### src/inc/psec_map.svh
`ifndef PSEC_MAP_SVH
`define PSEC_MAP_SVH

// ----------------------------------------------------------------------
// Register offsets (byte addresses, word aligned)
// ----------------------------------------------------------------------
`define PSEC_ADDR_W         8
`define PSEC_OFF_SAT_STATUS 8'h2c
`define PSEC_OFF_EVT_MASK   8'h30

// ----------------------------------------------------------------------
// Field positions and widths
// ----------------------------------------------------------------------
`define PSEC_NUM_WS         8
`define PSEC_PREFETCH_BIT   8
`define PSEC_CNT_W          32
`define PSEC_MASK_RESET     8'h00
`define PSEC_UNMAPPED_DATA  32'h0000_0000

// ----------------------------------------------------------------------
// Timing
// ----------------------------------------------------------------------
`define PSEC_READ_LATENCY   1

`endif

### src/inc/psec_pkg.sv
package psec_pkg;

  // Counter saturation inputs grouped together
  typedef struct packed {
    logic       prefetch_count_saturated;
    logic [7:0] wait_state_count_saturated;
  } psec_sat_t;

  // Bus slave states
  typedef enum logic [2:0] {
    PSEC_IDLE  = 3'b001,
    PSEC_RDATA = 3'b010,
    PSEC_DONE  = 3'b100
  } psec_bus_state_t;

endpackage : psec_pkg

### src/core/psec_event_merge.sv
`timescale 1ns/1ps

`include "psec_map.svh"

module psec_event_merge
(
  input  wire logic                      sys_clk,   // Profiler clock
  input  wire logic                      sys_rst,   // Async reset, high
  input  wire logic [`PSEC_NUM_WS-1:0]   events,    // Wait-state events
  input  wire logic [`PSEC_NUM_WS-1:0]   mask,      // Combine enables
  output logic                           combined   // Registered event
);

  logic next_combined;

  // OR of enabled events
  always_comb
  begin
    next_combined = |(events & mask);
  end

  // Register event
  always_ff @(posedge sys_clk or posedge sys_rst)
  begin
    if (sys_rst)
      combined <= 1'b0;
    else
      combined <= next_combined;
  end

endmodule : psec_event_merge

### src/core/psec_sat_capture.sv
`timescale 1ns/1ps

`include "psec_map.svh"

module psec_sat_capture
(
  input  wire logic                sys_clk,   // Profiler clock
  input  wire logic                sys_rst,   // Async reset, high
  input  wire psec_pkg::psec_sat_t sat_in,    // Counter saturation levels
  output logic [`PSEC_CNT_W-1:0]   status     // Status word
);

  logic [`PSEC_CNT_W-1:0] next_status;

  // Place saturation flags into status word
  always_comb
  begin
    next_status = '0;
    next_status[`PSEC_PREFETCH_BIT] = sat_in.prefetch_count_saturated;
    next_status[`PSEC_NUM_WS-1:0]   = sat_in.wait_state_count_saturated;
  end

  // Register status word
  always_ff @(posedge sys_clk or posedge sys_rst)
  begin
    if (sys_rst)
      status <= '0;
    else
      status <= next_status;
  end

endmodule : psec_sat_capture

### src/core/psec_top.sv
`timescale 1ns/1ps

`include "psec_map.svh"

module psec_top
(
  input  wire logic                    sys_clk,            // 100 MHz clock
  input  wire logic                    sys_rst,            // Async reset, high
  input  wire logic [`PSEC_ADDR_W-1:0] avs_address,        // Byte address
  input  wire logic                    avs_read,           // Read request
  input  wire logic                    avs_write,          // Write request
  input  wire logic [31:0]             avs_writedata,      // Write data
  input  wire logic [3:0]              avs_byteenable,     // Byte lanes
  output logic [31:0]                  avs_readdata,       // Read data
  output logic                         avs_waitrequest,    // Stall
  input  wire logic                    prefetch_count_saturated, // Level
  input  wire logic [7:0]              wait_count_saturated,     // Levels
  input  wire logic [7:0]              wait_read_events,   // Pulses
  output logic                         core_trace_trigger_event  // To core
);

  // --------------------------------------------------------------------
  // Saturation status capture
  // --------------------------------------------------------------------
  psec_pkg::psec_sat_t     sat_bundle;
  logic [`PSEC_CNT_W-1:0]  sat_status;

  // Bundle counter saturation flags
  always_comb
  begin
    sat_bundle.prefetch_count_saturated   = prefetch_count_saturated;
    sat_bundle.wait_state_count_saturated = wait_count_saturated;
  end

  psec_sat_capture u_sat
  (
    .sys_clk (sys_clk),
    .sys_rst (sys_rst),
    .sat_in  (sat_bundle),
    .status  (sat_status)
  );

  // --------------------------------------------------------------------
  // Mask register and bus slave state
  // --------------------------------------------------------------------
  logic [`PSEC_NUM_WS-1:0]    event_mask;
  logic [`PSEC_NUM_WS-1:0]    next_event_mask;
  psec_pkg::psec_bus_state_t  bus_state;
  psec_pkg::psec_bus_state_t  next_bus_state;
  logic [31:0]                next_readdata;
  logic                       next_waitrequest;

  // Address decode helper
  function automatic logic [31:0] read_word
  (
    input logic [`PSEC_ADDR_W-1:0] addr,
    input logic [`PSEC_CNT_W-1:0]  status,
    input logic [`PSEC_NUM_WS-1:0] mask
  );
    logic [31:0] word;
    word = `PSEC_UNMAPPED_DATA;
    case (addr)
      `PSEC_OFF_SAT_STATUS: word = status;
      `PSEC_OFF_EVT_MASK:   word = {24'h000000, mask};
      default:              word = `PSEC_UNMAPPED_DATA;
    endcase
    return word;
  endfunction : read_word

  // Next state of slave, mask and read data
  always_comb
  begin
    next_bus_state   = bus_state;
    next_event_mask  = event_mask;
    next_readdata    = avs_readdata;
    next_waitrequest = 1'b1;
    case (bus_state)
      psec_pkg::PSEC_IDLE:
      begin
        if (avs_write)
        begin
          if (avs_address == `PSEC_OFF_EVT_MASK && avs_byteenable[0])
            next_event_mask = avs_writedata[`PSEC_NUM_WS-1:0];
          // Status word and unmapped writes are dropped
          next_waitrequest = 1'b0;
          next_bus_state   = psec_pkg::PSEC_DONE;
        end
        else if (avs_read)
        begin
          next_readdata    = read_word(avs_address, sat_status,
                                       event_mask);
          next_waitrequest = 1'b0;
          next_bus_state   = psec_pkg::PSEC_DONE;
        end
      end
      psec_pkg::PSEC_DONE:
      begin
        next_bus_state = psec_pkg::PSEC_IDLE;
      end
      psec_pkg::PSEC_RDATA:
      begin
        next_bus_state = psec_pkg::PSEC_IDLE;
      end
      default:
      begin
        next_bus_state = psec_pkg::PSEC_IDLE;
      end
    endcase
  end

  // Register slave state
  always_ff @(posedge sys_clk or posedge sys_rst)
  begin
    if (sys_rst)
    begin
      bus_state       <= psec_pkg::PSEC_IDLE;
      event_mask      <= `PSEC_MASK_RESET;
      avs_readdata    <= 32'h0000_0000;
      avs_waitrequest <= 1'b1;
    end
    else
    begin
      bus_state       <= next_bus_state;
      event_mask      <= next_event_mask;
      avs_readdata    <= next_readdata;
      avs_waitrequest <= next_waitrequest;
    end
  end

  // --------------------------------------------------------------------
  // Event combiner
  // --------------------------------------------------------------------
  psec_event_merge u_merge
  (
    .sys_clk  (sys_clk),
    .sys_rst  (sys_rst),
    .events   (wait_read_events),
    .mask     (event_mask),
    .combined (core_trace_trigger_event)
  );

endmodule : psec_top

### config.mk
export PLATFORM = sky130hd
export DESIGN_NAME = psec_top
export DESIGN_NICKNAME = d
export VERILOG_FILES = /design/src/inc/psec_pkg.sv /design/src/core/psec_event_merge.sv /design/src/core/psec_sat_capture.sv /design/src/core/psec_top.sv
export VERILOG_INCLUDE_DIRS = /design/src /design/src/inc
export SDC_FILE = /design/constraint.sdc
export NUM_CORES = 1
export LEC_CHECK = 0
export BUFFER_PORTS_ARGS = -buffer_cell sky130_fd_sc_hd__buf_2
export CORE_ASPECT_RATIO = 0.9
export CORE_UTILIZATION = 36
export CTS_CLUSTER_DIAMETER = 50
export DETAILED_ROUTE_END_ITERATION = 10
export GPL_TIMING_DRIVEN = 0
export PLACE_DENSITY = 0.75
export SETUP_SLACK_MARGIN = 0.05
export SYNTH_ARGS = -nofsm -noshare
export SYNTH_HDL_FRONTEND = slang
export SYNTH_SLANG_ARGS = --single-unit
### constraint.sdc
create_clock -name sys_clk -period 1.35 [get_ports sys_clk]
set_input_delay 0.2025 -clock sys_clk [delete_from_list [all_inputs] [get_ports sys_clk]]
set_output_delay 0.2025 -clock sys_clk [all_outputs]
set_load 0.01 [all_outputs]
==> results.yml <==
cells_and_area:
  diodes: 0
  final_area_sq_um: 1910
  area_growth_syn_to_layout_pct: 35.9
  layout-drive-gt1-share: 0.487
  fin_nets: 261
  stdcell_count: 243
floorplanning:
  num_rows: 21
  fp.dieH_um: 61.3
  ios: 99
  initial_utilization: 0.377
  design.core.area_sq_um: 3730
  die_w_um: 67.9
  die-area_sq_um: 4160
clock_tree:
  cts_tree: "built"
  cts_buffer_depth: 2
  path_clk_slew_ps: 70
  htreeDepth: 2
  ctsRootBufferMaster: "clkbuf_8"
  clock_latency_ps: 280
  cts.sinks: 30
  cts_buffers: 5
  post_cts_buffers: 0
synth:
  synth_top_family_by_area: "simple AND/OR/NAND/NOR gates"
  netlist_area_sq_um: 1410
  ys.flop_type: "dfrtp_1"
  synthSimpleGateAreaFrac: 0.165
  yosysTopAreaCell: "dfrtp_1"
  synth_fa_ha_area_frac: 0
  synthMuxAreaShare: 0.0641
  synth_seq_area_share: 0.536
  synth_edf_count: 0
  ys_ff_latch: 30
  synth_area_leaders: "dfrtp_1, buf_4, mux2_2"
  synth_xor_area_frac: 0
  synthArstFlopShare: 1.00
  synth_compound_area_frac: 0.0747
  yosysUniqueCellTypes: 23
  netlist_instances: 119
  syn_area_per_cell_sq_um: 11.8
  synth_common_cells: "dfrtp_1, buf_4, inv_1"
  ys_warn_count: 0
  synth_most_common_cell: "dfrtp_1"
  netlist.area_leader.share: 0.498
placement:
  place.gp.congestion: 0.744
  place_hpwl_mm: 2.13
  dp.cells: 235
  port_buffers: 48
  place_area_sq_um: 1800
routing:
  ant_nets: 0
  drt_first_pass_iters: 4
  drt-wirelength-per-cell_um: 11.1
  drc_errors: 0
  drt_iter0_markers: 24
  viasPerCell: 4.43
  dr_total_vias: 1076
  wl_mm: 2.71
worst_setup_path:
  cp_cell_sequence: "and4b_1 -> nand4_4 -> mux2_2"
  end_kind: "flip-flop"
  crit_required_ps: 1510
  cpPeakStageDelay_ps: 540
  cp_max_fo: 8
  start_kind: "flip-flop"
  worstSetupPathType: "reg -> reg"
  cp_slowest_cell: "dfstp_2"
  crit_arrival_ps: 1570
timing:
  min_period_ps: 1420
  hold_ws_ps: 22.0
  finalSetupViolCount: 16
  fmax_mhz: 706
  rsz0062_at_grt: "true"
  slew_violations: 0
  setup_slack_ps: -67.0
  timing.slew.headroom: 0.260
  worst-slew-pin-transition_ps: 1110
  finalHoldViolCount: 0
  finClkSkew_ps: 11.4
  period_share: 1.05
power:
  irDropWorstVdd_mv: 0.974
  power_density_nw_per_um2: 1160
  p_leak_nw: 1.05
global_routing:
  grt_overflow: 0
  groute.usage.overall: 0.141
  antenna_found_initial: 0
  grt_pass1_wl_mm: 4.05
  grt_max_degree: 31
  grt_pass1_vias: 908
job:
  maxCapViolCount: 0
run_status:
  violations: "setup timing"
  status: "finished with violations"
min_path:
  hold_class: "in -> reg"
## report_power, final
group,switching (mW),internal [mW],leakage [nW]
Sequential,0.0357,0.988,0.389
Combinational,0.163,0.154,0.605
Clock,0.328,0.542,0.0579
Total,0.526,1.68,1.05
## registers in the layout, indices dropped and copies added (netlist names)
name and flops:
event_mask 8, u_sat.status 9, avs_readdata 9, u_merge.combined 1, bus_state 2, avs_waitrequest 1
## through the flow
stage	utilization	worst slack, ps	TNS [ps]	power [mW]
finish	0.512	-67.0	-562	2.21
global route	0.512	-115	-1630	2.33
CTS	0.512	-87.0	-776	2.24
detailed placement	0.482	-112	-1280	1.35
global placement	0.482	-96.4	-1010	1.34
floorplan	-	45.5	0	1.24
## critical path: cells and delay by family (launching register included)
family        cells  cell delay (ps)
flops             1              540
mux               1              330
simple gates      2              410
## cell families (layout without fill, tap and decap cells)
logic type | after synthesis | after routing
compound gates | 15 | 15
buf+inv | 36 | 92
flops | 30 | 30
mux | 8 | 8
other cells | 1 | 23
simple gates | 29 | 29
## final timing paths
check	startpoint	depth (start not counted)	slack [ps]	end
setup / recovery	bus_state[0]	3	-70	event_mask[4]
setup reg to reg	bus_state[0]	3	-70	event_mask[4]
hold / removal	wait_count_saturated[3]	1	20	u_sat.status[3]
min in group asynchronous	sys_rst	2	190	avs_readdata[8]
hold reg to reg	u_sat.status[8]	2	480	avs_readdata[8]
max in group asynchronous	sys_rst	2	480	u_sat.status[0]
## timing repair
item / CTS / global route
pin swaps: 3 / 1
endpoints found under the setup margin: 17 / 17
hold buffers: 0 / 0
resized for setup: 2 / 0
## layer usage
layer	vias to the layer above	GRT usage	routed length, um
met4	0	0.0774	42
met5	-	0	0
li1	525	-	-
met2	56	0.225	1220
met3	5	0.0556	267
met1	490	0.164	1180
## placed cells by master (no fill, tap or decap), drive strengths merged
cell / netlist / final
dfrtp: 28 / 28
nor3b: 1 / 1
clkinv: 0 / 2
o21ai: 3 / 3
and3b: 1 / 1
nor2b: 1 / 1
o211ai: 8 / 8
nand4bb: 1 / 1
nor4: 1 / 1
and4bb: 1 / 1
buf: 25 / 73
a22oi: 4 / 4
conb: 1 / 23
nand4: 11 / 11
clkbuf: 0 / 5
and4b: 1 / 1
dfstp: 2 / 2
bufinv: 0 / 1
nor4b: 2 / 2
mux2: 8 / 8
nand2: 9 / 9
inv: 11 / 11
## cell type report
class	count	area, sq um
inverter	11	41.3
tap	46	57.6
buffer	25	188
fill	333	1820
clock buffer	5	68.8
clock inverter	3	40.0
timing repair buffer	48	240
multi-input combinational	75	522
sequential	30	753
(Power assumes the default switching activity.)
